## src/hw/opmode_pkg.sv

```systemverilog
// Shared constants and types for the operating-mode and low-power controller
`default_nettype none
package opmode_pkg;
	// ------------------------------------------------------------
	// Register map: register index, byte address is index * 4
	// ------------------------------------------------------------
	localparam logic [7:0] IDX_SLEEP = 8'h38;
	localparam logic [7:0] IDX_CLKHALT = 8'h39;
	localparam logic [7:0] IDX_WAKE = 8'h3A;
	localparam logic [7:0] IDX_STATUS = 8'h3B;
	localparam logic [7:0] IDX_NONE = 8'hFF;
	localparam int ADDR_LSB = 2;
	localparam int ADDR_HI = 10;
	localparam logic [7:0] CLKHALT_RESET = 8'h80;
	localparam logic [7:0] SLEEP_RESET = 8'h00;
	localparam logic [7:0] CLKHALT_RD_MASK = 8'hF4;
	localparam logic [7:0] SLEEP_RD_MASK = 8'hFC;
	localparam int CH_SEL_BIT = 5;
	localparam logic HRESP_OKAY = 1'b0;
	localparam int PC_W = 16;
	localparam logic [15:0] PC_STEP = 16'h0002;

	// ------------------------------------------------------------
	// Warm-up times (ms) and their cycle counts at the MCLK rate
	// ------------------------------------------------------------
	localparam real CLK_MHZ = 10.0;
	localparam real WARM_F0_MS = 12.288;
	localparam real WARM_F1_MS = 4.096;
	localparam real WARM_F2_MS = 3.072;
	localparam real WARM_F3_MS = 1.024;
	localparam real WARM_S0_MS = 750.0;
	localparam real WARM_S1_MS = 250.0;
	localparam real WARM_S2_MS = 5.85;
	localparam real WARM_S3_MS = 1.95;
	localparam int WARM_F0_CYC = int'($ceil(WARM_F0_MS * 1.0e3 * CLK_MHZ));
	localparam int WARM_F1_CYC = int'($ceil(WARM_F1_MS * 1.0e3 * CLK_MHZ));
	localparam int WARM_F2_CYC = int'($ceil(WARM_F2_MS * 1.0e3 * CLK_MHZ));
	localparam int WARM_F3_CYC = int'($ceil(WARM_F3_MS * 1.0e3 * CLK_MHZ));
	localparam int WARM_S0_CYC = int'($ceil(WARM_S0_MS * 1.0e3 * CLK_MHZ));
	localparam int WARM_S1_CYC = int'($ceil(WARM_S1_MS * 1.0e3 * CLK_MHZ));
	localparam int WARM_S2_CYC = int'($ceil(WARM_S2_MS * 1.0e3 * CLK_MHZ));
	localparam int WARM_S3_CYC = int'($ceil(WARM_S3_MS * 1.0e3 * CLK_MHZ));
	localparam int WARM_W = 24;

	// ------------------------------------------------------------
	// Types
	// ------------------------------------------------------------
	typedef enum logic [2:0] {
		MODE_RUN,
		MODE_CPU_HALT,
		MODE_BASE_HALT,
		MODE_STOP,
		MODE_WARMUP
	} mode_t;

	typedef struct packed {
		logic fast_osc_enable;
		logic slow_osc_enable;
		logic clock_select;
		logic cpu_halt_request;
		logic rsv3;
		logic peripheral_clock_gate;
		logic [1:0] rsv10;
	} clock_and_halt_control_t;

	typedef struct packed {
		logic stop_start;
		logic release_select;
		logic return_target;
		logic output_hold;
		logic [1:0] warmup_select;
		logic [1:0] rsv10;
	} deep_sleep_control_t;

	typedef struct packed {
		logic clock_fault_rst;
		logic cpu_halt;
		logic periph_gate;
		logic core_stop;
		logic divider_clear;
		logic fast_osc_on;
		logic slow_osc_on;
		logic sys_clk_slow;
		logic port_hold;
	} power_out_t;
endpackage : opmode_pkg
`default_nettype wire

```

## src/hw/pin_sync.sv

```systemverilog
// Three-stage input synchroniser that accepts a change once stages two and three agree
`default_nettype none
module pin_sync #(
	parameter int W = 1
) (
	input wire logic clk,
	input wire logic rst_n,
	input wire logic ce,
	input wire logic [W-1:0] din,
	output logic [W-1:0] dout
);
	typedef struct packed {
		logic [W-1:0] s1;
		logic [W-1:0] s2;
		logic [W-1:0] s3;
		logic [W-1:0] q;
	} sync_t;

	sync_t st;
	sync_t next_st;

	// ------------------------------------------------------------
	// Stage one feeds only stage two; the output moves per bit when 2 and 3 match
	// ------------------------------------------------------------
	always_comb begin
		next_st.s1 = din;
		next_st.s2 = st.s1;
		next_st.s3 = st.s2;
		next_st.q = (st.s2 & st.s3) | (st.q & (st.s2 ^ st.s3));
	end

	// State register, frozen while the clock enable is low
	always_ff @(posedge clk or negedge rst_n) begin
		if (!rst_n) begin
			st <= '0;
		end else if (ce) begin
			st <= next_st;
		end
	end

	assign dout = st.q;
endmodule : pin_sync
`default_nettype wire

```

## src/hw/warmup_timer.sv

```systemverilog
// Down-counter that times the oscillator warm-up after deep stop
`default_nettype none
module warmup_timer #(
	parameter int W = opmode_pkg::WARM_W
) (
	input wire logic clk,
	input wire logic rst_n,
	input wire logic ce,
	input wire logic start,
	input wire logic [W-1:0] len,
	output logic busy,
	output logic done
);
	typedef struct packed {
		logic busy;
		logic done;
		logic [W-1:0] cnt;
	} warm_t;

	warm_t st;
	warm_t next_st;

	// ------------------------------------------------------------
	// Load on start, count down, one-cycle done when the last cycle passes
	// ------------------------------------------------------------
	always_comb begin
		next_st = st;
		next_st.done = 1'b0;
		if (start) begin
			next_st.busy = 1'b1;
			next_st.cnt = len;
		end else if (st.busy) begin
			if (st.cnt <= W'(1)) begin
				next_st.busy = 1'b0;
				next_st.done = 1'b1;
			end else begin
				next_st.cnt = st.cnt - W'(1);
			end
		end
	end

	// State register, frozen while the clock enable is low
	always_ff @(posedge clk or negedge rst_n) begin
		if (!rst_n) begin
			st <= '0;
		end else if (ce) begin
			st <= next_st;
		end
	end

	assign busy = st.busy;
	assign done = st.done;
endmodule : warmup_timer
`default_nettype wire

```

## src/hw/opmode_ctrl.sv

```systemverilog
// Operating-mode, halt and deep stop controller with an AHB-Lite register slave
`default_nettype none
module opmode_ctrl #(
	parameter int KEYS = 4,
	parameter int WARM_F0 = opmode_pkg::WARM_F0_CYC,
	parameter int WARM_F1 = opmode_pkg::WARM_F1_CYC,
	parameter int WARM_F2 = opmode_pkg::WARM_F2_CYC,
	parameter int WARM_F3 = opmode_pkg::WARM_F3_CYC,
	parameter int WARM_S0 = opmode_pkg::WARM_S0_CYC,
	parameter int WARM_S1 = opmode_pkg::WARM_S1_CYC,
	parameter int WARM_S2 = opmode_pkg::WARM_S2_CYC,
	parameter int WARM_S3 = opmode_pkg::WARM_S3_CYC
) (
	input wire logic MCLK,
	input wire logic ARST_N,
	input wire logic CE,
	input wire logic HSEL,
	input wire logic [31:0] HADDR,
	input wire logic [1:0] HTRANS,
	input wire logic HWRITE,
	input wire logic [2:0] HSIZE,
	input wire logic [31:0] HWDATA,
	input wire logic HREADY,
	output logic [31:0] HRDATA,
	output logic HREADYOUT,
	output logic HRESP,
	input wire logic RELEASE_PIN,
	input wire logic [KEYS-1:0] KEY_WAKE,
	input wire logic TB_SRC,
	input wire logic CPU_HALT_RELEASE,
	input wire logic [opmode_pkg::PC_W-1:0] INSTR_ADDR,
	output logic [opmode_pkg::PC_W-1:0] RESUME_ADDR,
	output var opmode_pkg::power_out_t PWR
);
	localparam int WW = opmode_pkg::WARM_W;

	typedef struct packed {
		opmode_pkg::clock_and_halt_control_t clk_halt;
		opmode_pkg::deep_sleep_control_t deep_sleep;
		logic [KEYS-1:0] wake;
		logic [KEYS-1:0] key_prev;
		logic rel_prev;
		logic tb_prev;
		opmode_pkg::mode_t mode;
		logic pend_wr;
		logic [7:0] idx;
		logic [31:0] rdata;
		logic [opmode_pkg::PC_W-1:0] resume;
		opmode_pkg::power_out_t out;
	} ctl_t;

	ctl_t st;
	ctl_t nx;
	opmode_pkg::clock_and_halt_control_t wclk;
	opmode_pkg::deep_sleep_control_t wslp;
	logic [KEYS-1:0] key_s;
	logic rel_s;
	logic tb_s;
	logic key_hit;
	logic fault;
	logic take;
	logic [7:0] a_idx;
	logic [7:0] rd8;
	logic warm_start;
	logic warm_done;
	logic [WW-1:0] warm_len;

	// ------------------------------------------------------------
	// Pin synchronisers and warm-up counter
	// ------------------------------------------------------------
	pin_sync #(
		.W(KEYS + 2)
	) u_sync (
		.clk(MCLK),
		.rst_n(ARST_N),
		.ce(CE),
		.din({TB_SRC, RELEASE_PIN, KEY_WAKE}),
		.dout({tb_s, rel_s, key_s})
	);

	warmup_timer #(
		.W(WW)
	) u_warm (
		.clk(MCLK),
		.rst_n(ARST_N),
		.ce(CE),
		.start(warm_start),
		.len(warm_len),
		.busy(),
		.done(warm_done)
	);

	// Address phase decode; anything outside the map gets an index nobody owns
	assign take = HSEL && HTRANS[1] && HREADY;
	assign a_idx = (HADDR[31:opmode_pkg::ADDR_HI] == '0) ?
		HADDR[opmode_pkg::ADDR_LSB +: 8] : opmode_pkg::IDX_NONE;
	assign wclk = opmode_pkg::clock_and_halt_control_t'(HWDATA[7:0]);
	assign wslp = opmode_pkg::deep_sleep_control_t'(HWDATA[7:0]);
	// Oscillator combination that would leave the system without a clock
	assign fault = (!wclk.fast_osc_enable && !wclk.slow_osc_enable) ||
		(!wclk.fast_osc_enable && !wclk.clock_select) ||
		(!wclk.slow_osc_enable && wclk.clock_select);
	assign key_hit = |((key_s ^ st.key_prev) & st.wake);

	// ------------------------------------------------------------
	// Next-state logic: hardware events first, then the bus write; a write sets halt or stop
	// requests only from run mode, so a hardware clear in the same cycle is kept
	// ------------------------------------------------------------
	always_comb begin
		nx = st;
		nx.out.clock_fault_rst = 1'b0;
		warm_start = 1'b0;
		rd8 = '0;
		nx.key_prev = key_s;
		nx.rel_prev = rel_s;
		nx.tb_prev = tb_s;
		case (st.mode)
			opmode_pkg::MODE_CPU_HALT: begin
				if (CPU_HALT_RELEASE) begin
					nx.mode = opmode_pkg::MODE_RUN;
					nx.clk_halt.cpu_halt_request = 1'b0;
				end
			end
			opmode_pkg::MODE_BASE_HALT: begin
				// Falling edge of the time-base source; the source is free running
				// so the first period may be short
				if (st.tb_prev && !tb_s) begin
					nx.mode = opmode_pkg::MODE_RUN;
					nx.clk_halt.peripheral_clock_gate = 1'b0;
				end
			end
			opmode_pkg::MODE_STOP: begin
				// Edge mode looks at the pin only; keys count in level mode
				if (st.deep_sleep.release_select ? (rel_s || key_hit)
					: (rel_s && !st.rel_prev)) begin
					nx.mode = opmode_pkg::MODE_WARMUP;
					warm_start = 1'b1;
				end
			end
			opmode_pkg::MODE_WARMUP: begin
				if (warm_done) begin
					nx.mode = opmode_pkg::MODE_RUN;
					nx.deep_sleep.stop_start = 1'b0;
					nx.clk_halt.clock_select = st.deep_sleep.return_target;
					nx.out.sys_clk_slow = st.deep_sleep.return_target;
					if (st.deep_sleep.return_target) begin
						nx.clk_halt.fast_osc_enable = 1'b0;
					end
				end
			end
			default: begin
			end
		endcase

		// Data phase of a write
		if (st.pend_wr) begin
			if (st.idx == opmode_pkg::IDX_CLKHALT) begin
				if (fault) begin
					// Reset request also returns both control registers, the mode and the clock select to their reset values
					nx.out.clock_fault_rst = 1'b1;
					nx.clk_halt = opmode_pkg::CLKHALT_RESET;
					nx.deep_sleep = opmode_pkg::SLEEP_RESET;
					nx.mode = opmode_pkg::MODE_RUN;
					nx.out.sys_clk_slow = 1'b0;
				end else begin
					nx.clk_halt.fast_osc_enable = wclk.fast_osc_enable;
					nx.clk_halt.slow_osc_enable = wclk.slow_osc_enable;
					nx.clk_halt.clock_select = wclk.clock_select;
					nx.out.sys_clk_slow = wclk.clock_select;
					if (wclk.cpu_halt_request && wclk.peripheral_clock_gate) begin
						// Forbidden pair: both requests are dropped
						nx.clk_halt.cpu_halt_request = 1'b0;
						nx.clk_halt.peripheral_clock_gate = 1'b0;
					end else if (st.mode == opmode_pkg::MODE_RUN) begin
						nx.clk_halt.cpu_halt_request = wclk.cpu_halt_request;
						nx.clk_halt.peripheral_clock_gate = wclk.peripheral_clock_gate;
						if (wclk.cpu_halt_request) begin
							nx.mode = opmode_pkg::MODE_CPU_HALT;
							nx.resume = INSTR_ADDR + opmode_pkg::PC_STEP;
						end else if (wclk.peripheral_clock_gate) begin
							nx.mode = opmode_pkg::MODE_BASE_HALT;
							nx.resume = INSTR_ADDR + opmode_pkg::PC_STEP;
						end
					end
				end
			end else if (st.idx == opmode_pkg::IDX_SLEEP) begin
				nx.deep_sleep = wslp & opmode_pkg::SLEEP_RD_MASK;
				nx.deep_sleep.stop_start = 1'b0;
				if (wslp.stop_start && st.mode == opmode_pkg::MODE_RUN) begin
					nx.deep_sleep.stop_start = 1'b1;
					nx.resume = INSTR_ADDR + opmode_pkg::PC_STEP;
					// Pin already high in level mode: skip the stop itself
					if (wslp.release_select && rel_s) begin
						nx.mode = opmode_pkg::MODE_WARMUP;
						warm_start = 1'b1;
					end else begin
						nx.mode = opmode_pkg::MODE_STOP;
					end
				end
			end else if (st.idx == opmode_pkg::IDX_WAKE) begin
				nx.wake = HWDATA[KEYS-1:0];
			end
		end

		// Warm-up length from the settings that govern this release
		case (nx.deep_sleep.warmup_select)
			2'h0: warm_len = nx.deep_sleep.return_target ? WW'(WARM_S0) : WW'(WARM_F0);
			2'h1: warm_len = nx.deep_sleep.return_target ? WW'(WARM_S1) : WW'(WARM_F1);
			2'h2: warm_len = nx.deep_sleep.return_target ? WW'(WARM_S2) : WW'(WARM_F2);
			default: warm_len = nx.deep_sleep.return_target ? WW'(WARM_S3) : WW'(WARM_F3);
		endcase

		// Outputs follow the new mode so pins and mode change on the same edge
		nx.out.cpu_halt = (nx.mode != opmode_pkg::MODE_RUN);
		nx.out.periph_gate = (nx.mode == opmode_pkg::MODE_BASE_HALT);
		nx.out.core_stop = (nx.mode == opmode_pkg::MODE_STOP) ||
			(nx.mode == opmode_pkg::MODE_WARMUP);
		nx.out.divider_clear = (nx.mode == opmode_pkg::MODE_STOP);
		nx.out.port_hold = nx.out.core_stop && nx.deep_sleep.output_hold;
		if (nx.mode == opmode_pkg::MODE_STOP) begin
			nx.out.fast_osc_on = 1'b0;
			nx.out.slow_osc_on = 1'b0;
		end else if (nx.mode == opmode_pkg::MODE_WARMUP) begin
			// Slow restarts if enabled; fast restarts unless slow is enabled and the target is slow
			nx.out.slow_osc_on = nx.clk_halt.slow_osc_enable;
			nx.out.fast_osc_on = !(nx.clk_halt.slow_osc_enable &&
				nx.deep_sleep.return_target);
		end else begin
			nx.out.fast_osc_on = nx.clk_halt.fast_osc_enable;
			nx.out.slow_osc_on = nx.clk_halt.slow_osc_enable;
		end

		// Address phase; read data comes from the values after this cycle's write
		nx.pend_wr = take && HWRITE;
		nx.idx = take ? a_idx : opmode_pkg::IDX_NONE;
		if (take && !HWRITE) begin
			if (a_idx == opmode_pkg::IDX_SLEEP) begin
				nx.rdata = 32'(nx.deep_sleep & opmode_pkg::SLEEP_RD_MASK);
			end else if (a_idx == opmode_pkg::IDX_CLKHALT) begin
				rd8 = nx.clk_halt & opmode_pkg::CLKHALT_RD_MASK;
				rd8[opmode_pkg::CH_SEL_BIT] = nx.out.sys_clk_slow;
				nx.rdata = 32'(rd8);
			end else if (a_idx == opmode_pkg::IDX_WAKE) begin
				nx.rdata = 32'(nx.wake);
			end else if (a_idx == opmode_pkg::IDX_STATUS) begin
				nx.rdata = 32'({key_s, rel_s, nx.mode});
			end else begin
				nx.rdata = '0;
			end
		end
	end

	// ------------------------------------------------------------
	// State register; reset lands in fast single run
	// ------------------------------------------------------------
	always_ff @(posedge MCLK or negedge ARST_N) begin
		if (!ARST_N) begin
			st <= '0;
			st.clk_halt <= opmode_pkg::CLKHALT_RESET;
			st.deep_sleep <= opmode_pkg::SLEEP_RESET;
			st.idx <= opmode_pkg::IDX_NONE;
			st.out.fast_osc_on <= 1'b1; // Fast single run keeps its oscillator through reset
		end else if (CE) begin
			st <= nx;
		end
	end

	assign HRDATA = st.rdata;
	assign HREADYOUT = CE; // Wait states only while frozen
	assign HRESP = opmode_pkg::HRESP_OKAY;
	assign RESUME_ADDR = st.resume;
	assign PWR = st.out;
endmodule : opmode_ctrl
`default_nettype wire

```

## config.mk

```make
export PLATFORM = sky130hd
export DESIGN_NAME = opmode_ctrl
export DESIGN_NICKNAME = d
export VERILOG_FILES = /design/src/hw/opmode_pkg.sv /design/src/hw/pin_sync.sv /design/src/hw/warmup_timer.sv /design/src/hw/opmode_ctrl.sv
export SDC_FILE = /design/constraint.sdc
export NUM_CORES = 1
export LEC_CHECK = 0
export BUFFER_PORTS_ARGS = -buffer_cell sky130_fd_sc_hd__buf_2
export CORE_MARGIN = 2
export CORE_UTILIZATION = 50
export CTS_CLUSTER_SIZE = 25
export DETAILED_ROUTE_END_ITERATION = 8
export HOLD_SLACK_MARGIN = 0.03
export PLACE_DENSITY = 0.84
export REMOVE_ABC_BUFFERS = 1
export SYNTH_ARGS = -nofsm -noshare
export SYNTH_HDL_FRONTEND = slang
export SYNTH_HIERARCHICAL = 1
export SYNTH_SLANG_ARGS = --single-unit
```

## constraint.sdc

```tcl
create_clock -name MCLK -period 2.85 [get_ports MCLK]
set_input_delay 0.57 -clock MCLK [delete_from_list [all_inputs] [get_ports MCLK]]
set_output_delay 0.57 -clock MCLK [all_outputs]
set_load 0.01 [all_outputs]
```

### Yosys cells after proc, flatten, opt, wreduce, memory -nomap -nowiden

Index checks and enable logic that the tools add are counted.

* register bits: 142
* output and inout bits: 59
* word-level logic and storage cells: 188

* $add $sub $neg: 2
* $lt $le $gt $ge: 1
* equal/unequal tests: 22
* mux-type cells: 84
* bitwise logic cells: 6
* reductions and logical operators: 37

Operators by type and width (number)
* 2-to-1 mux 16 bit: 9
* 2-to-1 mux 8 bit: 10
* case mux 23 bit (3 select lines): 1
* == test 8 x 6 -> 1 bit (second input constant): 7
* 2-to-1 mux 24 bit: 2
* 2-to-1 mux 3 bit: 14
* 2-to-1 mux 1 bit: 35
* 2-to-1 mux 26 bit: 1
* less-or-equal comparator 24 x 1 -> 1 bit (second input constant): 1
* subtractor 24 x 1 -> 24 bit (second input constant): 1
* 2-to-1 mux 23 bit: 1
* logical NOT 22 bit: 1
* 2-to-1 mux 22 bit: 1
* 2-to-1 mux 20 bit: 1
* adder 16 x 2 -> 16 bit (second input constant): 1
* 2-to-1 mux 4 bit: 4
* 2-to-1 mux 15 bit: 1
* logical AND 1 bit: 14
* AND 6 bit: 2
* == test 3 x 2 -> 1 bit (second input constant): 4
* case mux 3 bit (4 select lines): 1
* AND reduction 8 bit: 1
* logical NOT 1 bit: 7
* == test 3 bit (second input constant): 2
* other kinds (20): 30

### Depth between registers and ports, before layout

Gate-level depths: netlist of run 1.

* depth after elaboration: 18
* gate-level depth with buffers: 12
* depth with buffers taken out: 10

### Cells and area by module

Netlist of run 1, hierarchy kept.

Modules (own cells, without submodules)
* opmode_ctrl: instances 1, cells an instance 433, area each 4058.9 um^2, seq. area each 1639.1 um^2
* warmup_timer: instances 1, cells an instance 184, area each 1657.8 um^2, seq. area each 650.6 um^2
* pin_sync: instances 1, cells an instance 69, area each 1114.8 um^2, seq. area each 600.6 um^2

### Worst setup path before layout of run 1

No wires, ideal clock.

* path kind: reg-to-reg
* start point: reg st[61] (netlist name)
* end point: reg u_warm/st[0] (netlist name)
* setup time: 0.126 ns
* arrival: 2.636 ns
* data required time: 2.724 ns
* setup slack: 0.088 ns
* stages on the path, launching flop included: 10
* buffers on the path: 2
* clock period less this slack: 2.762 ns
* path through: dfstp_2 nor4b_4 nand2_1 or4_4 nand2_1 clkbuf_1 nand2b_1 clkbuf_1 nor3_1 a221o_1

* elaborated cells on any way between the ends: 16
* classes of those cells: eq/ne (5); mux (8); reduce/logical (3)

RTL lines
* start: declaration: RTL line opmode_ctrl.sv:52 `ctl_t st;`
* start signal: assignment: RTL line opmode_ctrl.sv:264 `st <= nx;`
* == test 8 x 6 -> 1 bit: RTL line opmode_ctrl.sv:186 `end else if (st.idx == opmode_pkg::IDX_SLEEP) begin`
* 2-to-1 mux 1 bit: RTL line opmode_ctrl.sv:186
* 2-to-1 mux 1 bit (*): RTL line opmode_ctrl.sv:157 `if (st.idx == opmode_pkg::IDX_CLKHALT) begin`
* 2-to-1 mux 1 bit (*): RTL line opmode_ctrl.sv:156 `if (st.pend_wr) begin`
* net warm_start: RTL line opmode_ctrl.sv:64 `logic warm_start;`
* != test 2 x 1 -> 1 bit (no source line) or nonzero test 2 bit (tied branches)
* AND reduction 3 bit (no source line)
* end signal: assignment: RTL line warmup_timer.sv:47 `st <= next_st;`
* end: declaration: RTL line warmup_timer.sv:20 `warm_t st;`

The timed path passes the listed nets; every way through them passes the cells marked *. The select of a mux whose other input is x is not followed.
A chain may end at the register's enable or synchronous reset.

### Worst setup path after layout of run 1

* start point: reg st[62] (netlist name)
* end point: reg u_warm/st[9] (netlist name)

Same word-level chain as after synthesis.

==> metrics, run 1 <==
Core Rows 42; Cells after Synth between 600 and 700; setup repair after global routing missed its margin no; post-detailed-route wirelength per cell 16.7 µm; clock net sink count 115; Power Density 771 mW/mm²; count of endpoints failing setup in the final report 0; Layout area overhead 14.4%; area of the placeable core 0.0133 mm²; final non-filler cell total 957; clock tree from TritonCTS built; final hold violation count 0; Fill cells 1130; overall overflow remaining after global route 0; dominant register cell in the synthesized netlist sky130_fd_sc_hd__dfrtp_1; Post-Synthesis Cell Area 0.00683 mm²; count of unique library cells instantiated by Yosys 77; Vias per Instance approximately 5.8; Highest Clock Rate 377 MHz; startpoint-to-endpoint class of the critical path reg2reg; DP Worst Slack 0.227 ns; crit path max fanout 13; later-pin clock latency in the skew report 0.42 ns; Yosys reg bits 115; EDFF count, synth 0; total area of multi-input combinational cells about 0.0033 mm²; P_leak 3.56 nW; Least-Margin Pin Slew 0.587 ns; antenna violations before repair 0; worst flop-to-flop path endpoint u_warm/st[9]$_DFFE_PN0P_; storage element area 0.00289 mm²; Synth area leader sky130_fd_sc_hd__dfrtp_1; Clock Pin Slew Worst Setup and Hold Paths ~0.05 ns; maximum number of pins on one net before global-route repair 53; RR Startpoint st[62]$_DFFE_PN1P_; fraction of final layout cells with drive strength greater than 1 0.294; antenna diode count 0; portion of synthesized cell area occupied by the leading cell type 0.385; H-tree depth reported by CTS 4; post-cts hold buffer count 0; kind of capture point of the worst setup path flip-flop; root buf cell sky130_fd_sc_hd__clkbuf_16; ordered cell list for the critical path and4b_1 > nand2_1 > or4_4 > nand2_1 > nand2b_1 > buf_4 > nor2_1 > a22oi_1 > o21ai_1; number of buffers created by CTS 17; area of the die approximately 0.015 mm²; total of warnings raised by yosys 6; placer's final routability congestion estimate 0.928; synthesized area divided by synthesized cell count 9.96 µm²; Min-Delay Path Class in2async; Die Y-Extent 121 µm; die outline width between 100 and 150 µm; max-slew violation count 0; share of the yosys chip area belonging to registers 0.423; worst ir drop on vdd 0.000443 V; first-pass GRT wire length 26900 µm; Post-DRT Antenna Nets 0; reg-to-reg slack, setup 0.19 ns; largest stage delay on the critical path around 0.58 ns; standard cell with the maximum stage delay on the critical path sky130_fd_sc_hd__or4_4; detailed placement HPWL approximately 11000 µm; fin crit share 0.932; Startpoint Class flip-flop; final standard cell utilization of the core 0.588; starting DRC count in detailed routing 541; worst setup slack after layout 0.194 ns; number of cells traversed by the worst register-to-register path 9; vias after detailed routing 5563; WL final 15900 µm; initial core utilization 0.514; result of the run complete, no violations; vias in the first global route 5360; worst-case clock buffer depth 2; Area contributors post-synth sky130_fd_sc_hd__dfrtp_1, sky130_fd_sc_hd__buf_4, sky130_fd_sc_hd__mux2_4; number of maximum-capacitance constraint violations 0; GRT Resource Usage Total 0.233; number of DRC violations after detailed routing 0; proportion of synthesized flip-flops having asynchronous set or reset 1.00; required time at the endpoint of the critical path 3.14 ns; Final nets between 800 and 900; Final min period 2.66 ns; Detailed Routing Iterations Pass 1 5; most used cell, CP sky130_fd_sc_hd__nand2_1; Boundary Pins ~160; clock tree skew after final layout slightly above 0.01 ns; I/O Buffers 101; worst rel slew slack 0.605; arrival time worst endpoint 2.95 ns; placed cell count around 920
[how the worst max path moves through the flow]
stage	from	to	slack, ns	depth (start not counted)
2_1_floorplan	st[61]$_DFFE_PN1P_	u_warm/st[0]$_DFFE_PN0P_	-0.41	7
6_report	st[62]$_DFFE_PN1P_	u_warm/st[9]$_DFFE_PN0P_	0.19	9
3_5_place_dp	HWDATA[5]	u_warm/st[8]$_DFFE_PN0P_	0.23	9
5_1_grt	u_sync/dout[3]$_DFFE_PN0P_	u_warm/st[18]$_DFFE_PN0P_	0.009	10
4_1_cts	st[62]$_DFFE_PN1P_	u_warm/st[9]$_DFFE_PN0P_	0.21	9
3_3_place_gp	st[62]$_DFFE_PN1P_	u_warm/st[9]$_DFFE_PN0P_	0.26	9
[power by group]
group	internal, mW	switching [mW]
Sequential	1.97	0.349
Combinational	0.742	0.973
Clock	1.25	0.737
[metrics by stage]
step	setup TNS, ns	hold WS (ns)	instance area (µm²)	total power, mW
6_report	0	0.0861	7820	6.02
3_5_place_dp	0	0.464	7250	4.02
4_1_cts	0	0.0809	7810	6.03
3_3_place_gp	0	0.459	7250	3.95
2_1_floorplan	-4.90	0.274	6310	3.39
5_1_grt	0	0.102	7820	6.37
[cell usage after synthesis, drive strengths merged (4+ instances only)]
cell / number
nor4: 19
o22ai: 13
nand3: 23
or2: 4
o22a: 9
a22oi: 13
dfstp: 10
xnor2: 4
or4: 6
and3: 4
dfrtp: 105
nand2: 57
o21ai: 42
o211ai: 9
ha: 9
nor2: 39
buf: 77
nor3: 15
mux2: 40
mux2i: 9
a21oi: 30
nand4: 5
a22o: 14
nand3b: 4
nand2b: 12
clkbuf: 19
inv: 18
o311ai: 6
xor2: 13
nor2b: 10
[placed cells by master, fill, tap and decap left out, types with 21 or more instances in the layout]
cell type	count
sky130_fd_sc_hd__nand3_1	22
sky130_fd_sc_hd__mux2_2	21
sky130_fd_sc_hd__buf_4	29
sky130_fd_sc_hd__a21oi_1	29
sky130_fd_sc_hd__nor2_1	39
sky130_fd_sc_hd__conb_1	31
sky130_fd_sc_hd__nand2_1	57
sky130_fd_sc_hd__dfrtp_1	105
sky130_fd_sc_hd__o21ai_0	29
sky130_fd_sc_hd__buf_2	99
[flip-flops by register name (all words and copies together) (netlist names)]
name            cells
u_warm/busy         1
u_warm/st          24
st                 32
HRDATA              8
u_sync/st           6
u_sync/dout         6
u_sync/next_st     12
RESUME_ADDR        16
u_warm/done         1
PWR                 9
[worst max-delay path: cells and delay by family, from the launching register on]
kind | cells | cell delay (ns)
buffers and inverters | 1 | 0.24
DFF | 1 | 0.53
and+or+nand+nor | 6 | 1.48
AOI/OAI and AO/OA | 2 | 0.26
[area by class of cell]
cell class                      count  area share
Sequential cell                   115       0.370
Inverter                           18     0.00865
Clock buffer                       21      0.0602
Multi-Input combinational cell    487       0.428
Timing Repair Buffer              129      0.0938
Tap cell                          176      0.0282
Clock inverter                     11      0.0109
[cells by family (layout without fill, tap and decap cells)]
logic type / Yosys count / in the layout / synth area share
XOR/XNOR: 17 / 17 / 0.0218
AND/OR/NAND/NOR: 212 / 212 / 0.170
adder cells (fa/ha/maj): 9 / 9 / 0.0165
multiplexers: 49 / 49 / 0.0896
flip-flops: 115 / 115 / 0.423
AO/OA/AOI/OAI: 169 / 169 / 0.175
other: 1 / 31 / 0.000549
buffers and inverters: 114 / 179 / 0.103
[per-layer routing]
layer	vias to the layer above	track usage	share of wire
met2	260	0.380	0.48
met5	-	0	0
met4	0	0.0923	0.018
met3	30	0.0526	0.072
met1	2688	0.303	0.43
li1	2585	-	-
[repair_timing]
action	4_1_cts	5_1_grt
buffers inserted	0	1
resized for setup	0	0
endpoints found under the setup margin	0	2
Power figures use the tool's default switching activity.
==> run 2: changes to the inputs <==
CORE_UTILIZATION = 55   (was 50)
PLACE_DENSITY = 0.83   (was 0.84)
clock period = 2.5 ns   (was 2.85 ns; I/O delays follow)
==> metrics, run 2 (synthesis gave the netlist of run 1 again) <==
result of the run complete, no violations (unchanged); Post-DRT Antenna Nets 0 (unchanged); worst flop-to-flop path endpoint PWR[3]$_DFFE_PN1P_ (was u_warm/st[9]$_DFFE_PN0P_); Vias per Instance 5.81 (about the same); vias in the first global route 5838 (was 5360); count of endpoints failing setup in the final report 0 (unchanged); number of cells traversed by the worst register-to-register path 9 (unchanged); P_leak 3.78 nW (was 3.56 nW); sink of the worst hold path st[60]$_DFFE_PN1P_; Die Y-Extent 115 µm (was 121 µm); worst-case clock buffer depth 2 (unchanged); vias after detailed routing 5746 (was 5563); total cell area at the placement stage 0.00752 mm² (was 0.00725 mm²); Design Area, Final 0.00823 mm² (was 0.00782 mm²); arrival time worst endpoint 2.75 ns (was 2.95 ns); crit path max fanout 5 (was 13); detailed placement HPWL 12200 µm (was 11200 µm); Comb power frac 0.304 (was 0.285); reg-to-reg slack, setup 0.08 ns (was 0.19 ns); Fill cells 902 (was 1130); max-slew violation count 0 (unchanged); root buf cell sky130_fd_sc_hd__clkbuf_16 (unchanged); Detailed Routing Iterations Pass 1 5 (unchanged); Final min period 2.42 ns (was 2.66 ns); startpoint-to-endpoint class of the critical path reg2reg (unchanged); worst hold path startpoint HADDR[5]; storage element area 0.00289 mm² (unchanged); Core Rows 40 (was 42); Design Power 7.29 mW (was 6.02 mW); max FFs per register 32 (unchanged); clock net sink count 115 (unchanged); clock tree skew after final layout 0.00746 ns (was 0.0101 ns); Least-Margin Pin Slew 0.511 ns (was 0.587 ns); GRT Resource Usage Total 0.271 (was 0.233); worst rel slew slack 0.659 (was 0.605); switching power 2.54 mW (was 2.06 mW); kind of capture point of the worst setup path flip-flop (unchanged); antenna violations before repair 0 (unchanged); later-pin clock latency in the skew report 0.43 ns (was 0.42 ns); I/O Buffers 101 (unchanged); part of the total power dissipated in the clock network 0.336 (was 0.330); WL final 17000 µm (was 15900 µm); final hold violation count 0 (unchanged); first-pass GRT wire length 28200 µm (was 26900 µm); Min-Delay Path Class in2reg (was in2async); placer's final routability congestion estimate 0.919 (was 0.928); area of the placeable core 0.0121 mm² (was 0.0133 mm²); most frequent cells in the layout sky130_fd_sc_hd__dfrtp_1, sky130_fd_sc_hd__buf_2, sky130_fd_sc_hd__buf_4 (was sky130_fd_sc_hd__dfrtp_1, sky130_fd_sc_hd__buf_2, sky130_fd_sc_hd__nand2_1); number of maximum-capacitance constraint violations 0 (unchanged); fin crit share 0.966 (was 0.932); leading cell type in the layout, fill and taps excluded sky130_fd_sc_hd__dfrtp_1 (unchanged); starting DRC count in detailed routing 466 (was 541); Highest Clock Rate 414 MHz (was 377 MHz); Boundary Pins 157 (unchanged); Clock Pin Slew Worst Setup and Hold Paths 0.06 ns (was 0.05 ns); post-detailed-route wirelength per cell 17.2 µm (was 16.7 µm); overall overflow remaining after global route 0 (unchanged); number of buffers created by CTS 17 (unchanged); H-tree depth reported by CTS 4 (unchanged); Hold Path Cell Cnt 2; sw frac 0.349 (was 0.342); total area of multi-input combinational cells 0.00342 mm² (was 0.00335 mm²); final standard cell utilization of the core 0.682 (was 0.588); clock tree from TritonCTS built (unchanged); Final nets 915 (was 875); area of the die 0.0133 mm² (was 0.0146 mm²); maximum number of pins on one net before global-route repair 66 (was 53); antenna diode count 0 (unchanged); fraction of final layout cells with drive strength greater than 1 0.343 (was 0.294); RR Startpoint st[67]$_DFFE_PN0P_ (was st[62]$_DFFE_PN1P_); initial core utilization 0.566 (was 0.514); worst ir drop on vdd 0.000518 V (was 0.000443 V); required time at the endpoint of the critical path 2.84 ns (was 3.14 ns); Layout area overhead 20.5% (was 14.4%); Power Density 886 mW/mm² (was 771 mW/mm²); die outline width 115 µm (was 121 µm); internal power 4.75 mW (was 3.97 mW); number of DRC violations after detailed routing 0 (unchanged); largest reg by FF count st (unchanged); part of the total power dissipated in sequential elements 0.360 (was 0.385); Startpoint Class flip-flop (unchanged)
==> run 2: cell types whose count changed in the layout (fill, tap and decap cells not counted), moves of 3 or more <==
cell,before,now
sky130_fd_sc_hd__buf_4,29,66
sky130_fd_sc_hd__clkbuf_8,3,0
sky130_fd_sc_hd__clkinv_2,8,1
sky130_fd_sc_hd__inv_6,0,7
==> run 2: repair_timing <==
action	4_1_cts	5_1_grt
resized for setup	6	12
gates cloned	0	0
hold buffers	1	0
pin swaps	3	10
hold endpoints to repair	21	0
setup buffers	1	2
endpoints found under the setup margin	13	20
==> run 2: per-layer routing <==
layer / global-route usage / vias to the layer above / part of all wire
met5: 0 / - / 0
met4: 0.118 / 0 / 0.028
met3: 0.0628 / 54 / 0.071
met2: 0.457 / 271 / 0.49
met1: 0.332 / 2749 / 0.41
li1: - / 2672 / -
==> run 2: how the worst max path moves through the flow <==
stage	from	depth (start not counted)	end
2_1_floorplan	st[61]$_DFFE_PN1P_	7	u_warm/st[0]$_DFFE_PN0P_
3_3_place_gp	st[62]$_DFFE_PN1P_	9	u_warm/st[9]$_DFFE_PN0P_
3_5_place_dp	st[73]$_DFFE_PN0P_	11	u_warm/st[8]$_DFFE_PN0P_
6_report	st[67]$_DFFE_PN0P_	9	PWR[3]$_DFFE_PN1P_
4_1_cts	st[73]$_DFFE_PN0P_	10	u_warm/st[14]$_DFFE_PN0P_
5_1_grt	st[67]$_DFFE_PN0P_	9	PWR[3]$_DFFE_PN1P_
==> run 2: power by group through the flow <==
stage	Sequential, mW	Combinational, mW	Clock, mW
global route	2.67	2.43	2.57
global placement	2.60	2.04	0
CTS	2.61	2.14	2.48
detailed placement	2.63	2.10	0
floorplan	2.60	1.27	0
finish	2.62	2.22	2.45
==> run 2: layout make-up <==
type / instances / share of cell area
multi-input cells: 487 / 0.416
flip-flops and latches: 115 / 0.351
repair buffers: 169 / 0.127
clock buffers: 17 / 0.0517
well taps: 168 / 0.0255
clock inverters: 15 / 0.0207
inverters: 18 / 0.00821
==> run 2: through the flow <==
step | hold WS (ns) | instances | setup TNS [ns] | setup WS, ns
2_1_floorplan | 0.204 | 620 | -13.07 | -0.764
3_3_place_gp | 0.422 | 953 | -0.108 | -0.0439
3_5_place_dp | 0.433 | 953 | -0.416 | -0.0969
4_1_cts | 0.292 | 987 | 0 | 0.0162
5_1_grt | 0.300 | 989 | -0.00326 | -0.00326
6_report | 0.304 | 989 | 0 | 0.0845
==> run 2: critical path, stage by stage (launching register included) <==
cell                       delay (ns)
sky130_fd_sc_hd__dfrtp_1         0.38
sky130_fd_sc_hd__or3_4           0.40
sky130_fd_sc_hd__buf_4           0.15
sky130_fd_sc_hd__o32a_1          0.32
sky130_fd_sc_hd__o21ai_1         0.16
sky130_fd_sc_hd__o32a_2          0.20
sky130_fd_sc_hd__buf_4           0.14
sky130_fd_sc_hd__nor2b_1         0.06
sky130_fd_sc_hd__or2_1           0.24
sky130_fd_sc_hd__a221oi_4        0.26
==> run 3: changes to the inputs <==
ABC_AREA = 1   (was unset)
CORE_UTILIZATION = 56   (was 55)
==> metrics, run 3 <==
leading cell type in the layout, fill and taps excluded sky130_fd_sc_hd__nand2_1 (was sky130_fd_sc_hd__dfrtp_1); starting DRC count in detailed routing 510 (was 466); placer's final routability congestion estimate 0.970 (was 0.919); sw frac 0.413 (was 0.349); Final min period 2.32 ns (was 2.42 ns); Detailed Routing Iterations Pass 1 6 (was 5); Post-Synthesis Cell Area 0.00754 mm² (was 0.00683 mm²); worst rel slew slack 0.645 (was 0.659); Die Y-Extent 120 µm (was 115 µm); antenna violations before repair 0 (unchanged); Clock Pin Slew Worst Setup and Hold Paths 0.05 ns (was 0.06 ns); dominant register cell in the synthesized netlist sky130_fd_sc_hd__dfrtp_1 (unchanged); portion of synthesized cell area occupied by the leading cell type 0.348 (was 0.385); Layout area overhead 13.5% (was 20.5%); part of the total power dissipated in sequential elements 0.291 (was 0.360); detailed placement HPWL 12700 µm (was 12200 µm); Power Density 1040 mW/mm² (was 886 mW/mm²); count of unique library cells instantiated by Yosys 52 (was 77); placed cell count 1302 (was 953); number of maximum-capacitance constraint violations 0 (unchanged); area of the placeable core 0.0132 mm² (was 0.0121 mm²); Post-DRT Antenna Nets 0 (unchanged); Boundary Pins 157 (unchanged); switching power 3.66 mW (was 2.54 mW); initial core utilization 0.572 (was 0.566); startpoint-to-endpoint class of the critical path reg2reg (unchanged); total of warnings raised by yosys 6 (unchanged); EDFF count, synth 0 (unchanged); proportion of synthesized flip-flops having asynchronous set or reset 1.00 (unchanged); H-tree depth reported by CTS 4 (unchanged); final hold violation count 0 (unchanged); arrival time worst endpoint 2.63 ns (was 2.75 ns); final non-filler cell total 1335 (was 989); post-cts hold buffer count 0 (was 1); kind of capture point of the worst setup path flip-flop (unchanged); root buf cell sky130_fd_sc_hd__clkbuf_16 (unchanged); maximum number of pins on one net before global-route repair 44 (was 66); Synth area leader sky130_fd_sc_hd__dfrtp_1 (unchanged); critical path capture point u_warm/st[15]$_DFFE_PN0P_ (was PWR[3]$_DFFE_PN1P_); post-route setup TNS 0 ns (unchanged); fraction of final layout cells with drive strength greater than 1 0.192 (was 0.343); later-pin clock latency in the skew report 0.43 ns (about the same); Highest Clock Rate 432 MHz (was 414 MHz); die outline width 120 µm (was 115 µm); I/O Buffers 101 (unchanged); Startpoint Class flip-flop (unchanged); Fill cells 1143 (was 902); RR Startpoint st[60]$_DFFE_PN1P_ (was st[67]$_DFFE_PN0P_); crit path max fanout 6 (was 5); worst ir drop on vdd 0.000568 V (was 0.000518 V); overall overflow remaining after global route 0 (unchanged); Yosys reg bits 115 (unchanged); required time at the endpoint of the critical path 2.82 ns (was 2.84 ns); max FFs per register 32 (unchanged); Cells after Synth 1064 (was 686); share of the yosys chip area belonging to registers 0.383 (was 0.423); GRT Resource Usage Total 0.250 (was 0.271); worst setup path startpoint st[60]$_DFFE_PN1P_ (was st[67]$_DFFE_PN0P_); number of DRC violations after detailed routing 0 (unchanged); number of cells traversed by the worst register-to-register path 15 (was 9); synthesized area divided by synthesized cell count 7.09 µm² (was 9.96 µm²); clock net sink count 115 (unchanged); clock tree skew after final layout 0.00660 ns (was 0.00746 ns); Vias per Instance 5.15 (was 5.81); WL final 17300 µm (was 17000 µm); result of the run complete, no violations (unchanged); post-detailed-route wirelength per cell 13.0 µm (was 17.2 µm); internal power 5.20 mW (was 4.75 mW); worst-case hold slack 0.0559 ns (was 0.304 ns); Area contributors post-synth sky130_fd_sc_hd__dfrtp_1, sky130_fd_sc_hd__nand2_1, sky130_fd_sc_hd__buf_4 (was sky130_fd_sc_hd__dfrtp_1, sky130_fd_sc_hd__buf_4, sky130_fd_sc_hd__mux2_4); Min-Delay Path Class in2async (was in2reg); reg-to-reg slack, setup 0.18 ns (was 0.08 ns); first-pass GRT wire length 28900 µm (was 28200 µm); vias after detailed routing 6874 (was 5746); Least-Margin Pin Slew 0.532 ns (was 0.511 ns); most frequent cells in the layout sky130_fd_sc_hd__nand2_1, sky130_fd_sc_hd__dfrtp_1, sky130_fd_sc_hd__nor2_1 (was sky130_fd_sc_hd__dfrtp_1, sky130_fd_sc_hd__buf_2, sky130_fd_sc_hd__buf_4); Comb power frac 0.413 (was 0.304); clock tree from TritonCTS built (unchanged); count of endpoints failing setup in the final report 0 (unchanged); vias in the first global route 6095 (was 5838); Design Power 8.87 mW (was 7.29 mW); worst-case clock buffer depth 2 (unchanged); most common cell in the synthesized netlist sky130_fd_sc_hd__nand2_1 (was sky130_fd_sc_hd__dfrtp_1); Core Rows 42 (was 40); area of the die 0.0144 mm² (was 0.0133 mm²); antenna diode count 0 (unchanged); fin crit share 0.927 (was 0.966); Final nets 1253 (was 915); worst flop-to-flop path endpoint u_warm/st[15]$_DFFE_PN0P_ (was PWR[3]$_DFFE_PN1P_); largest reg by FF count st (unchanged); max-slew violation count 0 (unchanged); ranking of synthesized cells by instance count sky130_fd_sc_hd__nand2_1, sky130_fd_sc_hd__dfrtp_1, sky130_fd_sc_hd__nor2_1, sky130_fd_sc_hd__inv_1, sky130_fd_sc_hd__buf_4 (was sky130_fd_sc_hd__dfrtp_1, sky130_fd_sc_hd__buf_4, sky130_fd_sc_hd__nand2_1, sky130_fd_sc_hd__nor2_1); number of buffers created by CTS 17 (unchanged); P_leak 4.59 nW (was 3.78 nW); final standard cell utilization of the core 0.649 (was 0.682); part of the total power dissipated in the clock network 0.295 (was 0.336)
run 3: cell types whose count changed in the layout (fill, tap and decap cells not counted), sizes merged, moves of 14 or more:
cell   before  now
a22o       14    0
buf       168  123
inv        26  105
mux2       40    0
nand2      57  377
nand3      23   69
nor2       39  122
nor4       19    1
o21ai      42   73
run 3: worst min path at each step:
stage                                          end  slack [ns]  depth (start not counted)
floorplan                    HRDATA[0]$_DFFE_PN0P_        0.20                          0
global placement                PWR[3]$_DFFE_PN1P_        0.46                          2
detailed placement           HRDATA[6]$_DFFE_PN0P_        0.46                          2
CTS                  u_sync/next_st[6]$_DFFE_PN0P_        0.07                          1
global route        u_sync/next_st[12]$_DFFE_PN0P_        0.09                          1
finish              u_sync/next_st[13]$_DFFE_PN0P_        0.06                          1
run 3: cell type report:
class                           count  area, µm²  area share
Clock inverter                     14        201      0.0235
Timing Repair Buffer              123        688      0.0804
Inverter                          103        392      0.0458
Clock buffer                       18        439      0.0513
Tap cell                          176        220      0.0257
Sequential cell                   115       2890       0.338
Multi-Input combinational cell    786       3720       0.435
run 3: cells by family after synthesis:
| kind of cell | Yosys count | share of synthesized area |
|---|---|---|
| AOI/OAI and AO/OA | 127 | 0.0981 |
| xor gates and xnor gates | 10 | 0.0116 |
| adders and majority gates | 9 | 0.0149 |
| buffers and inverters | 193 | 0.140 |
| DFF | 115 | 0.383 |
| muxes | 3 | 0.00398 |
| other | 1 | 0.000497 |
| and+or+nand+nor | 606 | 0.348 |
run 3: stage by stage:
step | worst slack, ns | cell area [µm²]
2_1_floorplan | 0.0155 | 6990
3_3_place_gp | 0.157 | 7890
3_5_place_dp | 0.130 | 7890
4_1_cts | 0.101 | 8530
5_1_grt | -0.00158 | 8560
6_report | 0.183 | 8560
run 3: critical path, stage by stage, from the launching register on:
cell                      delay, ns
sky130_fd_sc_hd__dfstp_2       0.53
sky130_fd_sc_hd__nand2_1       0.06
sky130_fd_sc_hd__nor2_1        0.19
sky130_fd_sc_hd__nand2_2       0.15
sky130_fd_sc_hd__inv_2         0.11
sky130_fd_sc_hd__nor2_2        0.06
sky130_fd_sc_hd__nand2_4       0.11
sky130_fd_sc_hd__nand2_4       0.09
sky130_fd_sc_hd__o21a_2        0.23
sky130_fd_sc_hd__inv_1         0.14
sky130_fd_sc_hd__nand2_1       0.09
sky130_fd_sc_hd__and3_1        0.20
sky130_fd_sc_hd__nand2_1       0.08
sky130_fd_sc_hd__nand2_1       0.06
sky130_fd_sc_hd__nand2_1       0.05
sky130_fd_sc_hd__nand2_1       0.05
run 3: routing by layer:
metal	wire (µm)	global-route usage	vias up
li1	-	-	3451
met1	8150	0.363	3158
met2	7740	0.370	240
met3	1190	0.0566	25
met4	262	0.0853	0
met5	0	0	-
run 3: what timing repair did:
item,4_1_cts,5_1_grt
resized for setup,0,5
buffers inserted,0,1
setup endpoints to repair,0,12
run 3: power groups by stage:
| stage | Combinational, mW | Sequential (mW) | Clock, mW |
|---|---|---|---|
| floorplan | 2.67 | 2.53 | 0 |
| global placement | 3.47 | 2.59 | 0 |
| detailed placement | 3.56 | 2.60 | 0 |
| CTS | 3.60 | 2.57 | 2.65 |
| global route | 4.12 | 2.63 | 2.75 |
| finish | 3.66 | 2.58 | 2.62 |
